===== src/tae_pkg.sv =====
// constants, types and register map of the trace and address-error exception unit
// assumes a 24-bit physical address space and a classic Wishbone register port
package tae_pkg;
  localparam int ADDR_W = 24;
  localparam int NUM_MASTERS = 3;
  localparam int MST_CPU = 0;
  localparam int MST_DTC = 1;
  localparam int MST_DMA = 2;
  localparam int NUM_EXT_REQ = 16;

  // register byte offsets
  localparam logic [4:0] REG_CTRL = 5'h00;
  localparam logic [4:0] REG_EXR = 5'h04;
  localparam logic [4:0] REG_CCR = 5'h08;
  localparam logic [4:0] REG_VBR = 5'h0c;
  localparam logic [4:0] REG_STATUS = 5'h10;
  localparam logic [4:0] REG_DMATE = 5'h14;
  localparam logic [4:0] REG_SAVED = 5'h18;
  localparam logic [4:0] REG_ERRADDR = 5'h1c;

  // field positions
  localparam int CTRL_MODE2_BIT = 0;
  localparam int CTRL_SINGLE_BIT = 1;
  localparam int EXR_TRACE_BIT = 7;
  localparam int CCR_IMASK_BIT = 7;
  localparam int CCR_UI_BIT = 6;
  localparam int ST_TRACE_BIT = 0;
  localparam int ST_PEND_BIT = 1;
  localparam int ST_DTCERR_BIT = 2;
  localparam int ST_DMAERR_BIT = 3;
  localparam int ST_BUSY_BIT = 4;

  // reset values
  localparam logic [7:0] EXR_RESET = 8'h07;
  localparam logic [7:0] CCR_RESET = 8'h80;
  localparam logic [31:0] VBR_RESET = 32'h0000_0000;
  localparam logic [2:0] PRIO_MAX = 3'h7;

  // vector numbers and table layout
  localparam logic [7:0] VEC_TRACE = 8'h05;
  localparam logic [7:0] VEC_NMI = 8'h07;
  localparam logic [7:0] VEC_CPU_AERR = 8'h0c;
  localparam logic [7:0] VEC_DMA_AERR = 8'h0d;
  localparam logic [7:0] VEC_EXT_BASE = 8'h40;
  localparam int VEC_SHIFT = 2;

  // reserved window exempt from the reserved-area error (odd fetches and single transfers there still err)
  localparam logic [ADDR_W-1:0] RSV_OK_LO = 24'hff8000;
  localparam logic [ADDR_W-1:0] RSV_OK_HI = 24'hff8fff;

  typedef enum logic [1:0] {ACC_FETCH, ACC_STACK, ACC_DATA, ACC_SINGLE} tae_acc_kind_t;
  typedef enum logic [1:0] {EXC_TRACE, EXC_CPU_AERR, EXC_DMA_AERR} tae_exc_kind_t;
  typedef enum logic [1:0] {ST_IDLE, ST_WAIT, ST_SAVE, ST_VEC} tae_state_t;

  typedef struct packed {
    logic valid;
    tae_acc_kind_t kind;
    logic [ADDR_W-1:0] addr;
  } tae_access_t;

  typedef struct packed {
    logic [31:0] pc;
    logic [7:0] condition_code_reg;
    logic [7:0] extended_control_reg;
    logic undef;
  } tae_save_t;
endpackage


===== src/tae_addr_check.sv =====
// address-error classifier for one bus master
// assumes the access descriptor is valid for one cycle per bus cycle start
`timescale 1ns/1ps
`default_nettype none
module tae_addr_check
  import tae_pkg::*;
#(
  parameter logic [ADDR_W-1:0] EXT_LO = 24'h200000,
  parameter logic [ADDR_W-1:0] EXT_HI = 24'hfeffff,
  parameter logic [ADDR_W-1:0] RSV_LO = 24'hff0000,
  parameter logic [ADDR_W-1:0] RSV_HI = 24'hffbfff,
  parameter logic [ADDR_W-1:0] PER_LO = 24'hffc000,
  parameter logic [ADDR_W-1:0] PER_HI = 24'hffffff
) (
  // access under test
  input wire tae_access_t acc,
  input wire logic singleChip,
  // result
  output logic err
);
  wire logic odd = acc.addr[0];
  wire logic inExt = (acc.addr >= EXT_LO) && (acc.addr <= EXT_HI);
  wire logic inRsv = (acc.addr >= RSV_LO) && (acc.addr <= RSV_HI);
  wire logic inRsvOk = (acc.addr >= RSV_OK_LO) && (acc.addr <= RSV_OK_HI);
  wire logic inPer = (acc.addr >= PER_LO) && (acc.addr <= PER_HI);
  wire logic badArea = (inExt && singleChip) || (inRsv && !inRsvOk);
  wire logic fetchErr = odd || inPer || badArea;
  wire logic stackErr = odd;
  wire logic dataErr = badArea; // odd word data is fine
  wire logic singleErr = !inExt;

  assign err = acc.valid && ((acc.kind == ACC_FETCH && fetchErr) ||
                             (acc.kind == ACC_STACK && stackErr) ||
                             (acc.kind == ACC_DATA && dataErr) ||
                             (acc.kind == ACC_SINGLE && singleErr));
endmodule
`default_nettype wire


===== src/tae_exc_unit.sv =====
// trace and address-error exception unit with a Wishbone register port
// assumes the pipeline reports instruction completion and bus-cycle end on core_clk
`timescale 1ns/1ps
`default_nettype none
module tae_exc_unit
  import tae_pkg::*;
#(
  parameter int DMA_CH = 4
) (
  // clock, reset, enable
  input wire logic core_clk,
  input wire logic reset,
  input wire logic ce,
  // wishbone slave
  input wire logic wb_cyc_i,
  input wire logic wb_stb_i,
  input wire logic wb_we_i,
  input wire logic [4:0] wb_adr_i,
  input wire logic [3:0] wb_sel_i,
  input wire logic [31:0] wb_dat_i,
  output logic [31:0] wb_dat_o,
  output logic wb_ack_o,
  // bus masters and pipeline
  input wire tae_access_t access [NUM_MASTERS],
  input wire logic busCycleEnd,
  input wire logic instrDone,
  input wire logic [31:0] pcIn,
  input wire logic [31:0] spIn,
  // exception entry handshakes
  output logic excActive,
  output logic saveValid,
  input wire logic saveReady,
  output tae_save_t saveData,
  output logic vecValid,
  input wire logic vecReady,
  output logic [31:0] vecAddr,
  output logic [7:0] excVector,
  // interrupt sources
  input wire logic nmiPin,
  input wire logic [NUM_EXT_REQ-1:0] extReqPin,
  input wire logic periphReq,
  input wire logic [7:0] periphVector,
  output logic intRequest,
  output logic [7:0] intVector,
  // status toward dma and transfer controller
  output logic traceMode,
  output logic dtcErr,
  output logic dmaErrFlag,
  output logic [DMA_CH-1:0] dmaTransferEnable
);
  logic [1:0] ctrl;
  logic [7:0] extReg;
  logic [7:0] ccReg;
  logic [31:0] vector_base_reg;
  logic [31:0] savedFlags;
  logic [ADDR_W-1:0] errAddr;
  logic ackQ;
  logic [31:0] rdData;
  tae_state_t state;
  tae_exc_kind_t kind;
  logic pendErr;
  logic pendDma;
  logic busSeen;
  logic nmiS1;
  logic nmiS2;
  logic [NUM_EXT_REQ-1:0] extS1;
  logic [NUM_EXT_REQ-1:0] extS2;
  logic [NUM_MASTERS-1:0] mstErr;

  // address checks, one per bus master
  genvar gi;
  generate
    for (gi = 0; gi < NUM_MASTERS; gi++) begin : g_chk
      tae_addr_check u_chk (
        .acc(access[gi]),
        .singleChip(ctrl[CTRL_SINGLE_BIT]),
        .err(mstErr[gi])
      );
    end
  endgenerate

  // mode and trace decode
  // in mode 0 the trace bit is ignored, so a stale bit cannot trap
  wire logic mode2 = ctrl[CTRL_MODE2_BIT];
  assign traceMode = mode2 && extReg[EXR_TRACE_BIT];

  // error acceptance
  wire logic cpuErr = mstErr[MST_CPU];
  wire logic dmaErr = mstErr[MST_DTC] || mstErr[MST_DMA];
  wire logic anyErr = cpuErr || dmaErr;
  wire logic aerrKind = (kind == EXC_CPU_AERR) || (kind == EXC_DMA_AERR);
  wire logic aerrBusy = pendErr || (state == ST_WAIT) ||
                        ((state == ST_SAVE || state == ST_VEC) && aerrKind);
  // refusing errors while one is pending or entered stops stacking faults from looping
  wire logic acceptErr = anyErr && !aerrBusy;
  wire logic [ADDR_W-1:0] errSrcAddr = cpuErr ? access[MST_CPU].addr :
                                       mstErr[MST_DTC] ? access[MST_DTC].addr :
                                       access[MST_DMA].addr;

  // sequencing conditions
  wire logic busEnded = busSeen || busCycleEnd;
  wire logic aerrGo = (state == ST_WAIT) && busEnded && instrDone;
  // trace waits behind any pending address error
  wire logic traceGo = (state == ST_IDLE) && !pendErr && traceMode && instrDone;
  wire logic saveDone = (state == ST_SAVE) && saveReady;
  wire logic vecDone = (state == ST_VEC) && vecReady;
  wire tae_exc_kind_t goKind = aerrGo ? (pendDma ? EXC_DMA_AERR : EXC_CPU_AERR) : EXC_TRACE;
  wire logic [7:0] goVector = (goKind == EXC_TRACE) ? VEC_TRACE :
                              (goKind == EXC_DMA_AERR) ? VEC_DMA_AERR : VEC_CPU_AERR;
  wire logic [31:0] goOffset = {22'h000000, goVector, 2'h0};
  // cpu address errors bypass the base register so a bad base cannot recurse
  wire logic [31:0] goVecAddr = (goKind == EXC_CPU_AERR) ? goOffset : vector_base_reg + goOffset;

  // mask updates applied once the stacking is done
  wire logic [7:0] entryCcr = ccReg | (8'h01 << CCR_IMASK_BIT);
  wire logic [7:0] traceExr = extReg & ~(8'h01 << EXR_TRACE_BIT);
  wire logic [7:0] aerrExr = {traceExr[7:3], PRIO_MAX};
  // mode 0 leaves the extended register alone
  wire logic [7:0] entryExr = !mode2 ? extReg : (aerrKind ? aerrExr : traceExr);

  assign excActive = state != ST_IDLE;
  assign saveValid = state == ST_SAVE;
  assign vecValid = state == ST_VEC;

  // wishbone decode
  wire logic wbReq = wb_cyc_i && wb_stb_i;
  // writes land on the ack edge, while address and data are still held
  wire logic wbWrite = wbReq && wb_we_i && ackQ;
  wire logic wrCtrl = wbWrite && wb_adr_i == REG_CTRL && wb_sel_i[0];
  wire logic wrExr = wbWrite && wb_adr_i == REG_EXR && wb_sel_i[0];
  wire logic wrCcr = wbWrite && wb_adr_i == REG_CCR && wb_sel_i[0];
  wire logic wrVbr = wbWrite && wb_adr_i == REG_VBR;
  wire logic wrStatus = wbWrite && wb_adr_i == REG_STATUS && wb_sel_i[0];
  wire logic wrDmaTe = wbWrite && wb_adr_i == REG_DMATE && wb_sel_i[0];
  wire logic [31:0] selMask = {{8{wb_sel_i[3]}}, {8{wb_sel_i[2]}},
                               {8{wb_sel_i[1]}}, {8{wb_sel_i[0]}}};
  // status word built from the package field positions
  logic [31:0] statusWord;
  always_comb begin
    statusWord = 32'h0000_0000;
    statusWord[ST_TRACE_BIT] = traceMode;
    statusWord[ST_PEND_BIT] = pendErr;
    statusWord[ST_DTCERR_BIT] = dtcErr;
    statusWord[ST_DMAERR_BIT] = dmaErrFlag;
    statusWord[ST_BUSY_BIT] = excActive;
  end
  // unmapped offsets read zero
  wire logic [31:0] readMux = (wb_adr_i == REG_CTRL) ? {30'h00000000, ctrl} :
                              (wb_adr_i == REG_EXR) ? {24'h000000, extReg} :
                              (wb_adr_i == REG_CCR) ? {24'h000000, ccReg} :
                              (wb_adr_i == REG_VBR) ? vector_base_reg :
                              (wb_adr_i == REG_STATUS) ? statusWord :
                              (wb_adr_i == REG_DMATE) ? 32'(dmaTransferEnable) :
                              (wb_adr_i == REG_SAVED) ? savedFlags :
                              (wb_adr_i == REG_ERRADDR) ? {8'h00, errAddr} : 32'h0000_0000;

  assign wb_ack_o = ackQ;
  assign wb_dat_o = rdData;

  // maskable interrupts ride on the flag mask; nmi always wins
  wire logic extAny = |extS2;
  logic [7:0] extVec;
  always_comb begin
    extVec = VEC_EXT_BASE;
    for (int i = NUM_EXT_REQ - 1; i >= 0; i--) begin
      if (extS2[i]) begin
        extVec = VEC_EXT_BASE + 8'(i);
      end
    end
  end
  wire logic maskOpen = !ccReg[CCR_IMASK_BIT];
  // every entry, trace included, sets the CCR mask bit, so only nmi gets through in the handler
  wire logic intAny = nmiS2 || (maskOpen && (extAny || periphReq));
  wire logic [7:0] next_intVector = nmiS2 ? VEC_NMI : (extAny ? extVec : periphVector);

  // pin synchronisers
  always_ff @(posedge core_clk) begin
    if (reset) begin
      nmiS1 <= 1'b0;
      nmiS2 <= 1'b0;
      extS1 <= '0;
      extS2 <= '0;
    end else if (ce) begin
      nmiS1 <= nmiPin;
      nmiS2 <= nmiS1;
      extS1 <= extReqPin;
      extS2 <= extS1;
    end
  end

  // interrupt request toward the pipeline
  // held off while an error waits so the error entry goes first
  always_ff @(posedge core_clk) begin
    if (reset) begin
      intRequest <= 1'b0;
      intVector <= 8'h00;
    end else if (ce) begin
      intRequest <= intAny && (state == ST_IDLE) && !pendErr;
      intVector <= next_intVector;
    end
  end

  // wishbone handshake and read data
  // ack lasts one cycle, so a request left up is answered every other cycle
  always_ff @(posedge core_clk) begin
    if (reset) begin
      ackQ <= 1'b0;
      rdData <= 32'h0000_0000;
    end else if (ce) begin
      ackQ <= wbReq && !ackQ;
      if (wbReq && !ackQ) begin
        rdData <= readMux;
      end
    end
  end

  // exception sequencer
  always_ff @(posedge core_clk) begin
    if (reset) begin
      state <= ST_IDLE;
      kind <= EXC_TRACE;
      pendErr <= 1'b0;
      pendDma <= 1'b0;
      busSeen <= 1'b0;
      saveData <= '0;
      vecAddr <= 32'h0000_0000;
      excVector <= 8'h00;
      errAddr <= '0;
    end else if (ce) begin
      // a bus end seen with or after the error still counts once the instruction ends
      if (acceptErr) begin
        pendErr <= 1'b1;
        pendDma <= !cpuErr;
        errAddr <= errSrcAddr;
        busSeen <= busCycleEnd;
      end else if (busCycleEnd && (pendErr || state == ST_WAIT)) begin
        busSeen <= 1'b1;
      end
      case (state)
        ST_IDLE: begin
          if (pendErr) begin
            state <= ST_WAIT;
            pendErr <= 1'b0;
          end else if (traceGo) begin
            state <= ST_SAVE;
            kind <= goKind;
            excVector <= goVector;
            vecAddr <= goVecAddr;
            saveData <= '{pc: pcIn, condition_code_reg: ccReg, extended_control_reg: extReg, undef: 1'b0};
          end
        end
        ST_WAIT: begin
          // frame captured on the leaving edge so pc and sp belong to the finished instruction
          if (aerrGo) begin
            state <= ST_SAVE;
            kind <= goKind;
            busSeen <= 1'b0;
            excVector <= goVector;
            vecAddr <= goVecAddr;
            saveData <= '{pc: pcIn, condition_code_reg: ccReg, extended_control_reg: extReg, undef: spIn[0]};
          end
        end
        ST_SAVE: begin
          if (saveDone) begin
            state <= ST_VEC;
          end
        end
        ST_VEC: begin
          if (vecDone) begin
            state <= ST_IDLE;
          end
        end
        default: begin
          state <= ST_IDLE;
        end
      endcase
    end
  end

  // control and flag registers; hardware updates win over software writes
  always_ff @(posedge core_clk) begin
    if (reset) begin
      ctrl <= 2'h0;
      extReg <= EXR_RESET;
      ccReg <= CCR_RESET;
      vector_base_reg <= VBR_RESET;
      savedFlags <= 32'h0000_0000;
    end else if (ce) begin
      if (wrCtrl) begin
        ctrl <= wb_dat_i[1:0];
      end
      if (wrVbr) begin
        vector_base_reg <= (vector_base_reg & ~selMask) | (wb_dat_i & selMask);
      end
      // masks change only once stacking is done, so the frame keeps the old values
      if (saveDone) begin
        ccReg <= entryCcr;
        extReg <= entryExr;
        savedFlags <= {16'h0000, saveData.condition_code_reg, saveData.extended_control_reg}; // stacked trace bit kept
      end else begin
        if (wrExr) begin
          extReg <= wb_dat_i[7:0];
        end
        if (wrCcr) begin
          ccReg <= wb_dat_i[7:0];
        end
      end
    end
  end

  // per-channel transfer enables; an accepted address error drops every channel
  wire logic [DMA_CH-1:0] next_dmaTransferEnable;
  genvar ci;
  generate
    for (ci = 0; ci < DMA_CH; ci++) begin : g_dte
      assign next_dmaTransferEnable[ci] = acceptErr ? 1'b0 :
                                          wrDmaTe ? wb_dat_i[ci] : dmaTransferEnable[ci];
    end
  endgenerate

  // halting of the transfer controller and dma on address error
  always_ff @(posedge core_clk) begin
    if (reset) begin
      dtcErr <= 1'b0;
      dmaErrFlag <= 1'b0;
      dmaTransferEnable <= '0;
    end else if (ce) begin
      // set beats a same-cycle write-one-to-clear so an error is never lost
      if (acceptErr) begin
        dtcErr <= 1'b1;
        dmaErrFlag <= 1'b1;
      end else begin
        if (wrStatus && wb_dat_i[ST_DTCERR_BIT]) begin
          dtcErr <= 1'b0;
        end
        if (wrStatus && wb_dat_i[ST_DMAERR_BIT]) begin
          dmaErrFlag <= 1'b0;
        end
      end
      dmaTransferEnable <= next_dmaTransferEnable;
    end
  end
endmodule
`default_nettype wire


===== config.mk =====
export PLATFORM = sky130hd
export DESIGN_NAME = tae_exc_unit
export DESIGN_NICKNAME = d
export VERILOG_FILES = /design/src/tae_pkg.sv /design/src/tae_addr_check.sv /design/src/tae_exc_unit.sv
export SDC_FILE = /design/constraint.sdc
export NUM_CORES = 1
export LEC_CHECK = 0
export ABC_AREA = 0
export BUFFER_PORTS_ARGS = -buffer_cell sky130_fd_sc_hd__buf_2
export CAP_MARGIN = 20
export CORE_MARGIN = 4
export CORE_UTILIZATION = 50
export DETAILED_ROUTE_END_ITERATION = 8
export PLACE_DENSITY = 0.78
export SLEW_MARGIN = 5
export SYNTH_ARGS = -nofsm -noshare
export SYNTH_HDL_FRONTEND = slang
export SYNTH_HIERARCHICAL = 1
export SYNTH_SLANG_ARGS = --single-unit

===== constraint.sdc =====
create_clock -name core_clk -period 9.2 [get_ports core_clk]
set_clock_uncertainty 0.15 [all_clocks]
set_input_delay 0.46 -clock core_clk [delete_from_list [all_inputs] [get_ports core_clk]]
set_output_delay 0.46 -clock core_clk [all_outputs]
set_load 0.03 [all_outputs]

==> summary.md <==
| Metric | Value |
|---|---|
| Status | finished clean |
| Cell row count | 55 |
| Worst-Margin Slew | 1.03 ns |
| Final std cells w/o fill | 2054 |
| Mapped cell area | 0.0117 mm² |
| Top cells by area, synth | dfxtp_1 (45%), mux2i_1 (10%), nand2_1 (7.7%) |
| Clk sink count | 263 |
| Clk buf depth | 3 |
| Final slew viol count | 0 |
| Leak Pwr | 0.00632 µW |
| Reg2reg path depth | 15 |
| WL/cell | 17.3 µm |
| Area growth, synth to finish | 23.5% |
| CTS Buf Count | 27 |
| Most frequent cells in the layout | buf_2 (325), dfxtp_1 (263), nand2_1 (239) |
| Unrepaired setup endpoints after global routing | false |
| Reg clk slew, reported paths | 0.06 ns |
| Fmax | 0.323 GHz |
| Critical path required time | 9.51 ns |
| Synth Register Bits | 263 |
| Initial antenna violation count | 5 |
| EDFF count, synth | 0 |
| Power per cell area | 180 mW/mm² |
| FF+latch area | 0.00527 mm² |
| CTS tree | yes |
| IO Port Bufs | 326 |
| Pre-Repair DR Iteration Count | 5 |
| Hold path endpoint | extS1[0]$_SDFFE_PP0P_ |
| Max-Cap Viols | 0 |
| GP Congestion | 0.964 |
| Avg Vias per Cell | 5.42 |
| Slew Limit Headroom | 0.310 |
| Post-route ant nets | 0 |
| Multi-input logic area | 0.00598 mm² |
| Core Footprint | 0.0228 mm² |
| Hold Crit Depth | 3 |
| H-tree depth | 1 |
| Worst hold-check path type | in -> reg |
| Launch point of the worst hold path | extReqPin[0] |
| Full die area | 0.0259 mm² |
| Final Cycle Share | 0.336 |
| Clock Tree Root | clkbuf_16 |
| Count of final setup violators | 0 |
| Sequential area share after synthesis | 0.450 |
| Final-stage net count | 1948 |
| First-pass GRT wire length | 56000 µm |
| Largest net degree at the start of global routing | 124 |
| Final min period | 3.09 ns |
| Die Span Y | 161 µm |
| Post-synth cell types | 61 |
| Setup TNS | 0 ns |
| Post-CTS Setup Repair Bufs | 0 |
| Post-Place Cells | 1996 |
| Ports | 363 |
| Synth warn | 6 |
| Critical path fanouts, max | 54 |
| Worst setup EP type | flop |
| Detailed Route Iter0 Violations | 928 |
| Post-CTS Resized | 0 |
| Most Used Layer, Global Route | met2 |
| RR Endpoint | vecAddr[8]$_SDFFE_PP0P_ |
| Gr ovfl total | 0 |
| Mapped Cells | 1433 |
| Most common cell after layout, fill and taps aside | buf_2 |
| Post-route cell area | 0.0144 mm² |
| M2 GR Usage | 0.433 |
| Fin. Hold Viols | 0 |
| Initial core utilization | 0.512 |
| Vias post-DR | 11.1k |
| Crit path arrival time | 3.41 ns |
| Layout cells sized above 1 | 0.236 |
| Reg2reg start | state[1]$_SDFFE_PP0P_ |
| CP Launch Type | input port |
| Area leader, netlist | dfxtp_1 |
| Filler Cells Inserted | 2052 |
| Area of placed instances | 0.0134 mm² |
| Peak supply drop | 0.154 mV |
| Ys async rst share | 0 |
| Mean Syn Cell Area | 8.16 µm² |
| DRT Wirelength | 35500 µm |
| Share of the synthesized area in the top cell type | 0.450 |
| Predominant post-synthesis flop cell | dfxtp_1 |
| Die W | 161 µm |
| GRT Overall Usage | 0.261 |
| Drt drc | 0 |
| Vias in the first global route | 10.6k |
| DP HPWL | 25800 µm |
| Final Power | 2600 µW |
| Setup Crit Path Kind | in -> reg |
| Clk_lat worst skew | 0.53 ns |
| Reg-to-reg slack, setup | 6.13 ns |
| M3 GR Usage | 0.0598 |
| M1 GR Usage | 0.338 |
## per-layer routing
layer	vias up	routed length (µm)
li1	5459	-
met1	5162	14900
met2	447	16600
met3	71	2880
met4	2	1090
met5	-	12
## synthesized netlist by cell type (all sizes together) (6+ instances only)
master and instances:
nor3 28, o21ai 59, mux2i 118, xnor2 17, nand2 243, nor4 7, and3 7, nand4 11
dfxtp 263, nor2 233, a21oi 168, and2 8, nand3 20, nand2b 8, a22oi 26, inv 25
buf 31, ha 8, a211oi 9, xor2 12, clkbuf 59, or3 6, a221oi 9
## logic make-up (layout without fill, tap and decap cells)
kind of cell	Yosys count	after routing	share of synthesized area
XOR/XNOR	29	29	0.0217
adder cells (fa/ha/maj)	8	8	0.00856
AND/OR/NAND/NOR	587	587	0.220
other	1	9	0.000321
flip-flops	263	263	0.450
AO/OA/AOI/OAI	311	311	0.154
buffers and inverters	115	415	0.0430
multiplexers	119	119	0.102
## where the power goes
part / internal [µW] / switching (µW)
sequential: 1170 / 18.4
clock: 670 / 451
combinational: 107 / 191
total: 1940 / 661
## repair_timing
item / 4_1_cts / 5_1_grt
hold endpoints to repair: 4 / 0
endpoints found under the setup margin: 0 / 0
hold buffers: 4 / 0
## stage by stage
stage           util  hold WS [ns]  setup slack, ns
6_report       0.632        0.0112             6.11
5_1_grt        0.632       0.00846             5.85
3_3_place_gp   0.588         0.279             5.59
4_1_cts        0.630      0.000350             5.63
3_5_place_dp   0.588         0.289             5.53
2_1_floorplan      -         0.286             6.19
## worst max path at each step
| stage | startpoint | endpoint | slack [ns] | cells after the start |
|---|---|---|---|---|
| 6_report | access[50] | dmaTransferEnable[3]$_SDFFE_PP0P_ | 6.11 | 11 |
| 5_1_grt | access[77] | dmaTransferEnable[3]$_SDFFE_PP0P_ | 5.85 | 11 |
| 4_1_cts | state[1]$_SDFFE_PP0P_ | vecAddr[8]$_SDFFE_PP0P_ | 5.63 | 14 |
| 3_5_place_dp | access[50] | dmaTransferEnable[3]$_SDFFE_PP0P_ | 5.53 | 11 |
| 3_3_place_gp | access[77] | dmaTransferEnable[1]$_SDFFE_PP0P_ | 5.59 | 11 |
| 2_1_floorplan | state[1]$_SDFFE_PP0P_ | vecAddr[13]$_SDFFE_PP0P_ | 6.19 | 12 |
## critical path, cell delays in order
cell	delay, ns
buf_2	0.11
or3_1	0.38
and2_0	0.16
mux2i_1	0.26
o32ai_4	0.12
nor3_1	0.40
a2111o_1	0.23
or2_2	0.77
o21a_1	0.29
a22oi_1	0.10
nor2_1	0.11
## area by class of cell
type,instances,share of cell area
Multi-Input combinational cell,1059,0.414
Antenna cell,4,0.000693
Clock buffer,37,0.0536
Sequential cell,263,0.365
Timing Repair Buffer,342,0.124
Clock inverter,11,0.00979
Tap cell,313,0.0271
Inverter,25,0.00650
Power figures use the tool's default switching activity.
